==> src/cfd_pkg.sv <==
// package of constants for the cpu fetch and data space map block
// Behaviour
// - separate buses for fetch and data
// - prefetch next instruction during execute
// - thirty-two byte registers, single cycle access
// - six registers pair into three pointers
// - two-register, immediate, single-register ops, one cycle
// - flags updated after every operation except nop
// - peripheral registers in lowest 4KB
// - first 64 I/O reachable two ways
// - extended I/O only via data loads/stores
// - 0x1000-0x1FFF reserved nonvolatile window
// - SRAM from 0x2000, external RAM above
// - never fetch from SRAM
// - 24-bit program and data addresses
// - app and boot sections with locks
// - table sub-section has own locks
// - self-program store only from boot
package cfd_pkg;
    localparam int ADDR_W = 24;
    localparam int NUM_REGS = 32;
    localparam logic [23:0] IO_DIRECT_LAST = 24'h00003F;
    localparam logic [23:0] IO_LAST = 24'h000FFF;
    localparam logic [23:0] NVM_WIN_FIRST = 24'h001000;
    localparam logic [23:0] NVM_WIN_LAST = 24'h001FFF;
    localparam logic [23:0] SRAM_FIRST = 24'h002000;
    // internal sram size, plain default
    localparam logic [23:0] SRAM_LAST = 24'h003FFF;
    // program word address section boundaries, plain defaults
    localparam logic [23:0] APP_TABLE_FIRST = 24'h00F000;
    localparam logic [23:0] BOOT_FIRST = 24'h010000;
    localparam logic [23:0] BOOT_LAST = 24'h010FFF;
    // pointer pair base indices
    localparam logic [4:0] PTR_X_LO = 5'h1A;
    localparam logic [4:0] PTR_Y_LO = 5'h1C;
    localparam logic [4:0] PTR_Z_LO = 5'h1E;
    // flag bit positions
    localparam int FLAG_C = 0;
    localparam int FLAG_Z = 1;
    localparam int FLAG_N = 2;
    localparam int FLAG_V = 3;
    // lock field: bit0 blocks write, bit1 blocks read and write
    localparam int LOCK_WR = 0;
    localparam int LOCK_RW = 1;
    localparam logic [7:0] RESET_FLAGS = 8'h00;
    localparam logic [23:0] RESET_PC = 24'h000000;
    typedef enum logic [3:0]
    {
        CFD_OP_ADD = 4'h0,
        CFD_OP_SUB = 4'h1,
        CFD_OP_AND = 4'h2,
        CFD_OP_OR = 4'h3,
        CFD_OP_XOR = 4'h4,
        CFD_OP_MOV = 4'h5,
        CFD_OP_INC = 4'h6,
        CFD_OP_DEC = 4'h7,
        CFD_OP_COM = 4'h8,
        CFD_OP_NOP = 4'hF
    } cfd_op_t;
    typedef enum logic [1:0]
    {
        CFD_STATE_RESET = 2'h0,
        CFD_STATE_PREFETCH = 2'h1,
        CFD_STATE_RUN = 2'h3
    } cfd_state_t;
endpackage

==> src/cfd_core.sv <==
// fetch unit, register file, alu and data space decoder
`timescale 1ns/1ps
`default_nettype none
module cfd_core
    import cfd_pkg::*;
(
    input wire logic ref_clk,
    input wire logic reset,
    output logic [23:0] prog_addr,
    output logic prog_rd,
    input wire logic [15:0] prog_data,
    input wire logic [1:0] app_lock,
    input wire logic [1:0] table_lock,
    input wire logic [1:0] boot_lock,
    input wire logic exec_valid,
    input wire logic [3:0] exec_op,
    input wire logic exec_imm_sel,
    input wire logic [7:0] exec_imm,
    input wire logic [4:0] exec_rd,
    input wire logic [4:0] exec_rr,
    input wire logic [1:0] ptr_sel,
    output logic [15:0] ptr_value,
    input wire logic [23:0] data_addr,
    input wire logic data_req,
    input wire logic data_direct_io,
    output logic sel_io,
    output logic sel_nvm_win,
    output logic sel_sram,
    output logic sel_ext_ram,
    output logic data_refused,
    input wire logic self_program_store_op_req,
    input wire logic [23:0] self_program_store_op_addr,
    output logic self_program_store_op_grant,
    output logic prog_rd_blocked,
    output logic [15:0] instr_q,
    output logic instr_valid_q,
    output logic [7:0] flags_q
);
    cfd_state_t state_q;
    logic [23:0] pc_q;
    logic [7:0] regs_q [NUM_REGS];
    logic [7:0] op_a;
    logic [7:0] op_b;
    logic [8:0] res_d;
    logic [4:0] ptr_idx;
    logic fetch_ok;
    logic in_io;
    logic in_nvm;
    logic in_sram;
    logic [1:0] fetch_lock;
    logic [1:0] store_lock;

    function automatic logic in_range(input logic [23:0] a, input logic [23:0] lo,
                                      input logic [23:0] hi);
        in_range = (a >= lo) && (a <= hi);
    endfunction

    function automatic logic [1:0] lock_for(input logic [23:0] a, input logic [1:0] al,
                                            input logic [1:0] tl, input logic [1:0] bl);
        if (a >= BOOT_FIRST)
            lock_for = bl;
        else if (a >= APP_TABLE_FIRST)
            lock_for = tl;
        else
            lock_for = al;
    endfunction

    // fetch from program memory only; own bus separate from data
    assign prog_addr = pc_q;
    assign fetch_lock = lock_for(pc_q, app_lock, table_lock, boot_lock);
    assign fetch_ok = !fetch_lock[LOCK_RW];
    assign prog_rd = (state_q != CFD_STATE_RESET) && fetch_ok;
    assign prog_rd_blocked = (state_q != CFD_STATE_RESET) && !fetch_ok;

    always_ff @(posedge ref_clk)
    begin
        if (reset)
            state_q <= CFD_STATE_RESET;
        else
        begin
            unique case (state_q)
                CFD_STATE_RESET: state_q <= CFD_STATE_PREFETCH;
                CFD_STATE_PREFETCH: state_q <= CFD_STATE_RUN;
                CFD_STATE_RUN: state_q <= CFD_STATE_RUN;
                default: state_q <= CFD_STATE_RESET;
            endcase
        end
    end

    // next word read while current executes
    always_ff @(posedge ref_clk)
    begin
        if (reset)
        begin
            pc_q <= RESET_PC;
            instr_q <= 16'h0000;
            instr_valid_q <= 1'b0;
        end
        else
        begin
            instr_valid_q <= prog_rd;
            if (prog_rd)
            begin
                instr_q <= prog_data;
                pc_q <= pc_q + 24'h000001;
            end
        end
    end

    // register file and alu
    assign op_a = regs_q[exec_rd];
    assign op_b = exec_imm_sel ? exec_imm : regs_q[exec_rr];

    always_comb
    begin
        unique case (cfd_op_t'(exec_op))
            CFD_OP_ADD: res_d = {1'b0, op_a} + {1'b0, op_b};
            CFD_OP_SUB: res_d = {1'b0, op_a} - {1'b0, op_b};
            CFD_OP_AND: res_d = {1'b0, op_a & op_b};
            CFD_OP_OR: res_d = {1'b0, op_a | op_b};
            CFD_OP_XOR: res_d = {1'b0, op_a ^ op_b};
            CFD_OP_MOV: res_d = {1'b0, op_b};
            CFD_OP_INC: res_d = {1'b0, op_a + 8'h01};
            CFD_OP_DEC: res_d = {1'b0, op_a - 8'h01};
            CFD_OP_COM: res_d = {1'b1, ~op_a};
            default: res_d = {1'b0, op_a};
        endcase
    end

    always_ff @(posedge ref_clk)
    begin
        if (reset)
        begin
            for (int i = 0; i < NUM_REGS; i++)
                regs_q[i] <= 8'h00;
        end
        else if (exec_valid && (cfd_op_t'(exec_op) != CFD_OP_NOP))
            regs_q[exec_rd] <= res_d[7:0];
    end

    always_ff @(posedge ref_clk)
    begin
        if (reset)
            flags_q <= RESET_FLAGS;
        else if (exec_valid && (cfd_op_t'(exec_op) != CFD_OP_NOP))
        begin
            flags_q[FLAG_C] <= res_d[8];
            flags_q[FLAG_Z] <= (res_d[7:0] == 8'h00);
            flags_q[FLAG_N] <= res_d[7];
            flags_q[FLAG_V] <= (op_a[7] ^ res_d[7]) & ~(op_a[7] ^ op_b[7]
                               ^ (cfd_op_t'(exec_op) == CFD_OP_SUB));
        end
    end

    // pointer pairs, low byte first
    always_comb
    begin
        unique case (ptr_sel)
            2'd0: ptr_idx = PTR_X_LO;
            2'd1: ptr_idx = PTR_Y_LO;
            default: ptr_idx = PTR_Z_LO;
        endcase
    end
    assign ptr_value = {regs_q[ptr_idx + 5'd1], regs_q[ptr_idx]};

    // data space decode, exactly one select per request that is not refused
    assign in_io = (data_addr <= IO_LAST);
    assign in_nvm = in_range(data_addr, NVM_WIN_FIRST, NVM_WIN_LAST);
    assign in_sram = in_range(data_addr, SRAM_FIRST, SRAM_LAST);
    // short io form only reaches the first 64
    assign data_refused = data_req && data_direct_io && (data_addr > IO_DIRECT_LAST);
    assign sel_io = data_req && !data_refused && in_io;
    assign sel_nvm_win = data_req && !data_refused && in_nvm;
    assign sel_sram = data_req && !data_refused && in_sram;
    assign sel_ext_ram = data_req && !data_refused && !in_io && !in_nvm && !in_sram;

    // store from boot section only, target not write locked
    assign store_lock = lock_for(self_program_store_op_addr, app_lock, table_lock, boot_lock);
    assign self_program_store_op_grant = self_program_store_op_req
                                         && (pc_q >= BOOT_FIRST) && (pc_q <= BOOT_LAST)
                                         && !store_lock[LOCK_WR] && !store_lock[LOCK_RW];

    a_one_select: assert property (@(posedge ref_clk) disable iff (reset)
        (data_req && !data_refused) |-> $onehot({sel_io, sel_nvm_win, sel_sram, sel_ext_ram}))
        else $error("region selects not one-hot");
    a_direct_io_span: assert property (@(posedge ref_clk) disable iff (reset)
        (data_req && data_direct_io && data_addr <= IO_DIRECT_LAST) |-> sel_io)
        else $error("direct io address not selected");
    a_ext_io_refused: assert property (@(posedge ref_clk) disable iff (reset)
        (data_req && data_direct_io && data_addr > IO_DIRECT_LAST) |-> !sel_io && data_refused)
        else $error("extended io reached by short form");
    a_nvm_window: assert property (@(posedge ref_clk) disable iff (reset)
        (data_req && !data_direct_io && data_addr[23:12] == 12'h001) |-> sel_nvm_win)
        else $error("nvm window not selected");
    a_sram_base: assert property (@(posedge ref_clk) disable iff (reset)
        (data_req && !data_direct_io && data_addr == SRAM_FIRST) |-> sel_sram && !sel_nvm_win)
        else $error("sram base wrong");
    a_io_bottom: assert property (@(posedge ref_clk) disable iff (reset)
        (data_req && !data_direct_io && data_addr[23:12] == 12'h000) |-> sel_io)
        else $error("io block not selected");
    a_prefetch_flow: assert property (@(posedge ref_clk) disable iff (reset)
        (prog_rd ##1 prog_rd) |-> pc_q == $past(pc_q) + 24'h000001)
        else $error("pc did not advance on fetch");
    a_fetch_answer: assert property (@(posedge ref_clk) disable iff (reset)
        prog_rd |=> instr_valid_q && instr_q == $past(prog_data))
        else $error("fetched word not taken");
    a_no_fetch_reset: assert property (@(posedge ref_clk) disable iff (reset)
        (state_q == CFD_STATE_RESET) |-> !prog_rd && !prog_rd_blocked)
        else $error("fetch issued before prefetch state");
    a_flag_zero: assert property (@(posedge ref_clk) disable iff (reset)
        (exec_valid && exec_op != CFD_OP_NOP && res_d[7:0] == 8'h00) |=> flags_q[FLAG_Z])
        else $error("zero flag not set");
    a_nop_ignored: assert property (@(posedge ref_clk) disable iff (reset)
        (exec_valid && exec_op == CFD_OP_NOP) |=> flags_q == $past(flags_q))
        else $error("nop changed flags");
    a_reg_write: assert property (@(posedge ref_clk) disable iff (reset)
        (exec_valid && exec_op == CFD_OP_MOV && exec_imm_sel) |=> regs_q[$past(exec_rd)]
        == $past(exec_imm))
        else $error("register not written in one cycle");
    a_store_boot_only: assert property (@(posedge ref_clk) disable iff (reset)
        self_program_store_op_grant |-> pc_q >= BOOT_FIRST && pc_q <= BOOT_LAST)
        else $error("store granted outside boot");
    a_store_locked: assert property (@(posedge ref_clk) disable iff (reset)
        (store_lock != 2'h0) |-> !self_program_store_op_grant)
        else $error("store granted into locked section");
    a_rw_lock_fetch: assert property (@(posedge ref_clk) disable iff (reset)
        (pc_q < APP_TABLE_FIRST && app_lock[LOCK_RW]) |-> !prog_rd)
        else $error("fetch from read locked section");
    a_table_lock_fetch: assert property (@(posedge ref_clk) disable iff (reset)
        (pc_q >= APP_TABLE_FIRST && pc_q < BOOT_FIRST && table_lock[LOCK_RW]) |-> !prog_rd)
        else $error("fetch from read locked table");
    a_boot_lock_fetch: assert property (@(posedge ref_clk) disable iff (reset)
        (pc_q >= BOOT_FIRST && boot_lock[LOCK_RW]) |-> !prog_rd)
        else $error("fetch from read locked boot");
    a_blocked_hold: assert property (@(posedge ref_clk) disable iff (reset)
        prog_rd_blocked |=> pc_q == $past(pc_q))
        else $error("pc moved on blocked fetch");

    c_ext_ram: cover property (@(posedge ref_clk) disable iff (reset) sel_ext_ram);
    c_store_granted: cover property (@(posedge ref_clk) disable iff (reset)
        self_program_store_op_grant);
    c_fetch_run: cover property (@(posedge ref_clk) disable iff (reset)
        instr_valid_q [*4]);
    c_refused: cover property (@(posedge ref_clk) disable iff (reset) data_refused);
endmodule
`default_nettype wire

==> config.mk <==
export PLATFORM = sky130hd
export DESIGN_NAME = cfd_core
export DESIGN_NICKNAME = d
export VERILOG_FILES = /design/src/cfd_pkg.sv /design/src/cfd_core.sv
export SDC_FILE = /design/constraint.sdc
export NUM_CORES = 1
export LEC_CHECK = 0
export ABC_AREA = 0
export BUFFER_PORTS_ARGS = -buffer_cell sky130_fd_sc_hd__clkbuf_2
export CORE_UTILIZATION = 60
export CTS_CLUSTER_SIZE = 40
export DETAILED_ROUTE_END_ITERATION = 7
export GPL_ROUTABILITY_DRIVEN = 0
export HOLD_SLACK_MARGIN = 0.06
export PLACE_DENSITY = 0.81
export REMOVE_ABC_BUFFERS = 1
export SETUP_SLACK_MARGIN = 0.15
export SYNTH_ARGS = -nofsm -noshare
export SYNTH_HDL_FRONTEND = slang
export SYNTH_SLANG_ARGS = --single-unit
export TNS_END_PERCENT = 30
==> constraint.sdc <==
create_clock -name ref_clk -period 6 [get_ports ref_clk]
set_input_delay 0.3 -clock ref_clk [delete_from_list [all_inputs] [get_ports ref_clk]]
set_output_delay 0.3 -clock ref_clk [all_outputs]
set_load 0.01 [all_outputs]
==> impl_metrics.yaml, run 1 <==
setup_path:
  critPathArrivalTime_ps: 5910
  critical_path_buf_inv_count: 1
  crit_path_start_kind: "register"
  critical_path.top_delay_family: "multiplexers"
  slowest_delay_ps: 810
  cp.required_ps: 6300
  path_class: "reg2reg"
  crit_chain: "mux4_2 -> nor2b_1 -> a211oi_1 -> a21oi_1 -> mux2_2 -> mux2i_2 -> nand3_1 -> o31ai_1 -> xnor2_1 -> ha_1 -> or2_2 -> a21oi_1 -> a31oi_1 -> mux2i_1 -> and4b_1 -> nand2_1 -> mux2_2 -> o211ai_4 -> buf_12 -> nor2_1"
  cp_max_fo: 34
  critPathCaptureType: "register"
  crit_path_top_delay_cell: "a211oi_1"
cells_and_area:
  postLayoutCoreUtil: 0.689
  synthToLayoutAreaGrowth_pct: 11.8
  drive_gt1_frac: 0.193
  final_cell_mix: "nor2_1, edfxtp_1, clkbuf_2"
  fillers: 2089
  fin_nets: 1893
  final_common_cell: "nor2_1"
route:
  drt_first_pass_iters: 8
  first_iter_violations: 2542
  drc_errors: 30
  routed_via_density: 7.01
  route.final.wire_length_um: 58700
  vias: 15200
  wl_per_cell_um: 27.1
  ant_nets: 0
die:
  die-height_um: 175
  io_pins: 174
  floorplan.rows: 62
  fp.dieArea_um2: 30500
  die_width_um: 175
  start_util: 0.617
  coreArea_um2: 29000
power_and_ir_drop:
  power_density_nw_per_um2: 267
  peakVddDrop_uv: 242
  p_leak_uw: 0.00780
placed_design:
  dp_hpwl_um: 39100
  port_buffers: 151
clocking:
  clk_latency_ps: 570
  cts_root_buf: "clkbuf_16"
  clk_pin_slew_ps: 70
  cts_buffers: 30
  cts_max_level: 1
  cts.path.max_buffers: 3
  cts.sinks: 303
  post_cts_buffers: 0
  cts_tree: "done"
global_routing:
  grt_pass1_wl_um: 86700
  grt_overflow: 0
  grt_pass1_vias: 14200
  antenna_found_initial: 1
  grt_max_degree: 69
  grt_use_total: 0.383
timing:
  setup_viol: 0
  rsz0062_at_grt: "no"
  tns_ps: 0
  clock_skew_ps: 13.6
  slew_headroom: 0.0749
  slew_viol_final: 0
  post-route-period-util: 0.935
  finalHoldViolCount: 0
  period_needed_ps: 5610
  tightestPinTransition_ps: 1380
  fmax_ghz: 0.178
synth:
  synth-async-reset-ratio: 0
  synth_largest_area_cell: "edfxtp_1"
  synthCells: 1643
  avgSynthCellArea_um2: 10.9
  synth-main-ff-cell: "edfxtp_1"
  syn_area_um2: 17900
  synth_edf_count: 256
  ys.warnings.count: 0
  synthTopCellsByArea: "edfxtp_1, mux4_2, mux2i_1"
  yosysUniqueCellTypes: 85
  ys_ff_latch: 303
  netlist.area_leader.share: 0.430
  synth-seq-area-share: 0.482
flow_run:
  cap_viol_max_count: 0
run_status:
  violations: "design-rule violations"
  outcome: "complete, but fails checks"
hold_path:
  min_path_type: "in2reg"
[cells in the mapped netlist, types with 8 or more instances]
cell type    n
nor2_1     317
edfxtp_1   256
mux2i_1    140
nand2_1    135
mux4_2      69
clkbuf_1    67
o22ai_1     61
dfxtp_1     47
o21ai_0     47
nand2b_1    46
a21oi_1     42
ha_1        34
inv_1       30
buf_2       26
nand3_1     26
mux2_2      25
nor4_1      19
xor2_1      18
nor2b_1     14
nor3_1      14
buf_4       13
xnor2_1     13
and3_1      12
nand3b_1    11
nand4_1      9
nor3b_1      9
a22oi_1      8
buf_6        8
[per-layer routing]
metal,global-route usage,wire length [um],up-vias
li1,-,-,6287
met1,0.471,19200,7135
met2,0.599,26300,1421
met3,0.132,9160,336
met4,0.198,4010,0
met5,0,0,-
[final cells by class]
class / count / area [um2] / share of cell area
Sequential cell: 303 / 8630 / 0.431
Multi-Input combinational cell: 1190 / 8600 / 0.430
Timing Repair Buffer: 198 / 1180 / 0.0591
Clock buffer: 47 / 866 / 0.0433
Tap cell: 384 / 480 / 0.0240
Inverter: 33 / 124 / 0.00619
Clock inverter: 9 / 109 / 0.00544
Antenna cell: 1 / 2.50 / 0.000125
[where the power goes]
| part | switching (uW) | internal, uW | leakage (uW) |
|---|---|---|---|
| registers | 59.6 | 2360 | 0.00303 |
| logic | 668 | 357 | 0.00430 |
| clock network | 813 | 1080 | 0.000474 |
[cell families after synthesis]
| kind of cell | after synthesis | share of synthesized area |
|---|---|---|
| compound gates | 224 | 0.0813 |
| xor+xnor | 31 | 0.0152 |
| fa+ha+maj | 36 | 0.0260 |
| buf+inv | 153 | 0.0401 |
| flops | 303 | 0.482 |
| mux | 237 | 0.183 |
| other cells | 1 | 0.000210 |
| simple gates | 658 | 0.172 |
[state kept, by name (all words and copies together), names as in the netlist]
| register | count |
|---|---|
| regs_q | 256 |
| prog_addr | 24 |
| instr_q | 16 |
| flags_q | 4 |
| state_q | 2 |
| instr_valid_q | 1 |
[worst reg2reg max path, delay by kind of cell (launching register included)]
family	cells	cell delay (ps)
compound gates	6	1510
xor+xnor	1	160
fa+ha+maj	1	290
buf+inv	1	250
flops	1	440
mux	5	1600
simple gates	6	1120
[timing repair]
action | in CTS | in global routing
hold buffers | 16 | 0
hold endpoints to repair | 16 | 0
gates resized for setup | 0 | 0
[worst paths after layout]
| check | cells after the start | startpoint | slack, ps | endpoint |
|---|---|---|---|---|
| worst max-delay path | 20 | regs_q[4][1] | 390 | regs_q[23][7] |
| worst min-delay path | 3 | exec_valid | 280 | flags_q[0] |
| worst max register to register | 20 | regs_q[4][1] | 390 | regs_q[23][7] |
| worst min register to register | 2 | instr_q[2] | 460 | instr_q[2] |
[per-stage QoR]
step | total power [uW] | hold WS [ps] | cell area (um2) | worst slack, ps | instances
CTS | 5270 | 239 | 20000 | 825 | 2164
floorplan | 2970 | 366 | 17300 | 587 | 1526
global route | 5440 | 254 | 20000 | 251 | 2165
global placement | 3380 | 442 | 18900 | 398 | 2092
finish | 5330 | 279 | 20000 | 389 | 2165
detailed placement | 3410 | 448 | 18900 | 282 | 2092
No activity file was read; power rests on OpenSTA's default activity.
==> run 2: changes to the inputs <==
CORE_UTILIZATION = 62   (was 60)
CTS_BUF_LIST = sky130_fd_sc_hd__clkbuf_8   (was default)
PLACE_DENSITY = 0.83   (was 0.81)
==> run 2 against run 1 <==
The flow still finishes with violations (design-rule violations). Clock power is 12% lower. Global-route usage is 2.4 points higher. Core utilization is 2.0 points higher. Combinational power hardly changed. Die area is 3.2% lower. Sequential cell count stayed put. Critical path depth is 1 lower. Largest power group unchanged. Critical path type unchanged.
==> impl_metrics.yaml, run 2 (synthesis gave the netlist of run 1 again) <==
route:
  ant_nets: 0
  route.final.wire_length_um: 58700
  first_iter_violations: 2700
  drc_errors: 84
  routed_via_density: 7.01
  drt_first_pass_iters: 8
  wl_per_cell_um: 26.8
  vias: 15300
setup_path:
  cp.required_ps: 6310
  r2r-start: "regs_q[7][0]"
  slowest_delay_ps: 560
  rr_worst_depth: 19
  path_common_cell: "a31oi_1"
  crit_chain: "mux4_2 -> nor3b_1 -> a31oi_1 -> o21ai_0 -> o41ai_2 -> nand3_1 -> o31ai_1 -> xnor2_1 -> ha_1 -> or2_2 -> a21oi_1 -> a31oi_1 -> mux2i_1 -> and4b_1 -> nand2_1 -> mux2_2 -> o211ai_4 -> buf_12 -> nor2_1"
  regToRegSetupSlack_ps: 610
  critPathCaptureType: "register"
  crit_path_top_delay_cell: "o41ai_2"
  crit_path_start_kind: "register"
  path_class: "reg2reg"
  cp_max_fo: 34
  r2r-end: "regs_q[23][7]"
  critPathArrivalTime_ps: 5700
cells_and_area:
  regMostFlops: "regs_q"
  synthToLayoutAreaGrowth_pct: 11.3
  largest_reg_flops: 256
  final_cells: 2188
  final_cell_mix: "nor2_1, edfxtp_1, clkbuf_2"
  final_common_cell: "nor2_1"
  drive_gt1_frac: 0.199
  fillers: 2001
  fin_nets: 1909
power_and_ir_drop:
  p_leak_uw: 0.00784
  power_density_nw_per_um2: 257
  power_uw: 5110
  peakVddDrop_uv: 169
die:
  start_util: 0.637
  die_width_um: 172
  floorplan.rows: 61
  io_pins: 174
  coreArea_um2: 28100
  fp.dieArea_um2: 29500
  die-height_um: 172
timing:
  tightestPinTransition_ps: 1300
  post-route-period-util: 0.898
  setup_viol: 0
  period_needed_ps: 5390
  fmax_ghz: 0.186
  slew_headroom: 0.129
  tns_ps: 0
  timing.hold.ws_ps: 239
  finalHoldViolCount: 0
  clock_skew_ps: 29.3
  rsz0062_at_grt: "no"
  fin_ws_ps: 610
  slew_viol_final: 0
placed_design:
  dp_hpwl_um: 39700
  place_ws_ps: 328
  port_buffers: 151
  dp_cells: 2085
global_routing:
  grt_use_total: 0.407
  grt_pass1_vias: 14700
  grt_overflow: 0
  grt_pass1_wl_um: 87000
  antenna_found_initial: 3
  grt_max_degree: 73
flow_run:
  cap_viol_max_count: 0
clocking:
  clk_pin_slew_ps: 70
  cts.sinks: 303
  cts_max_level: 2
  clk_latency_ps: 590
  cts_tree: "done"
  cts_root_buf: "clkbuf_8"
  cts.path.max_buffers: 3
  cts_buffers: 47
hold_path:
  min_path_cells: 3
  holdCritStartpoint: "exec_valid"
  min_path_type: "in2reg"
  min_to: "flags_q[0]"
run_status:
  outcome: "complete, but fails checks"
  violations: "design-rule violations"
-- run 2: cell count changes in the layout (fill, tap and decap cells not counted), sizes merged --
| cell | before | now |
|---|---|---|
| clkbuf | 196 | 199 |
| bufinv | 2 | 1 |
| inv | 34 | 49 |
| clkinv | 6 | 17 |
| diode | 1 | 2 |
| clkinvlp | 0 | 1 |
| buf | 33 | 32 |
-- run 2: metal layers --
metal / share of wire / track usage / wire length (um) / vias to the layer above
li1: - / - / - / 6335
met2: 0.44 / 0.631 / 26000 / 1413
met3: 0.15 / 0.168 / 8960 / 374
met4: 0.079 / 0.251 / 4620 / 0
met5: 0 / 0.0104 / 0 / -
met1: 0.33 / 0.470 / 19100 / 7220
-- run 2: worst max-delay path by stage --
stage | start | end | depth (start not counted)
4_1_cts | regs_q[27][1] | regs_q[0][7] | 18
3_5_place_dp | exec_rr[0] | regs_q[0][7] | 21
3_3_place_gp | exec_rr[0] | regs_q[23][7] | 21
5_1_grt | regs_q[7][0] | regs_q[22][7] | 19
2_1_floorplan | regs_q[27][1] | flags_q[1] | 16
6_report | regs_q[7][0] | regs_q[23][7] | 19
-- run 2: repair_timing --
item                                   in CTS  in global routing
endpoints found under the hold margin      16                  0
hold buffers                               16                  0
buffers inserted                            0                  0
gates resized for setup                     0                  0
-- run 2: critical path: cells and delay by family, from the launching register on --
family	cells	cell delay, ps
multiplexers	3	980
adder cells (fa/ha/maj)	1	290
AO/OA/AOI/OAI	7	1840
buffers and inverters	1	250
flip-flops	1	420
AND/OR/NAND/NOR	6	1130
XOR/XNOR	1	170
-- run 2: cell type report --
cell class	instances	area, um2	area share
timing repair buffer	197	1200	0.0603
sequential	303	8630	0.433
inverter	33	124	0.00622
antenna	2	5.00	0.000251
multi-input combinational	1190	8600	0.432
clock inverter	35	184	0.00924
tap	378	473	0.0238
clock buffer	50	688	0.0346
-- run 2: through the flow --
stage / area (um2) / util
6_report: 19900 / 0.709
5_1_grt: 19900 / 0.709
4_1_cts: 19900 / 0.709
2_1_floorplan: 17300 / -
3_5_place_dp: 18900 / 0.672
3_3_place_gp: 18900 / 0.672
-- run 2: power by group --
group / switching [uW] / internal, uW
clock network: 845 / 817
registers: 59.1 / 2360
logic: 670 / 360
total: 1570 / 3530
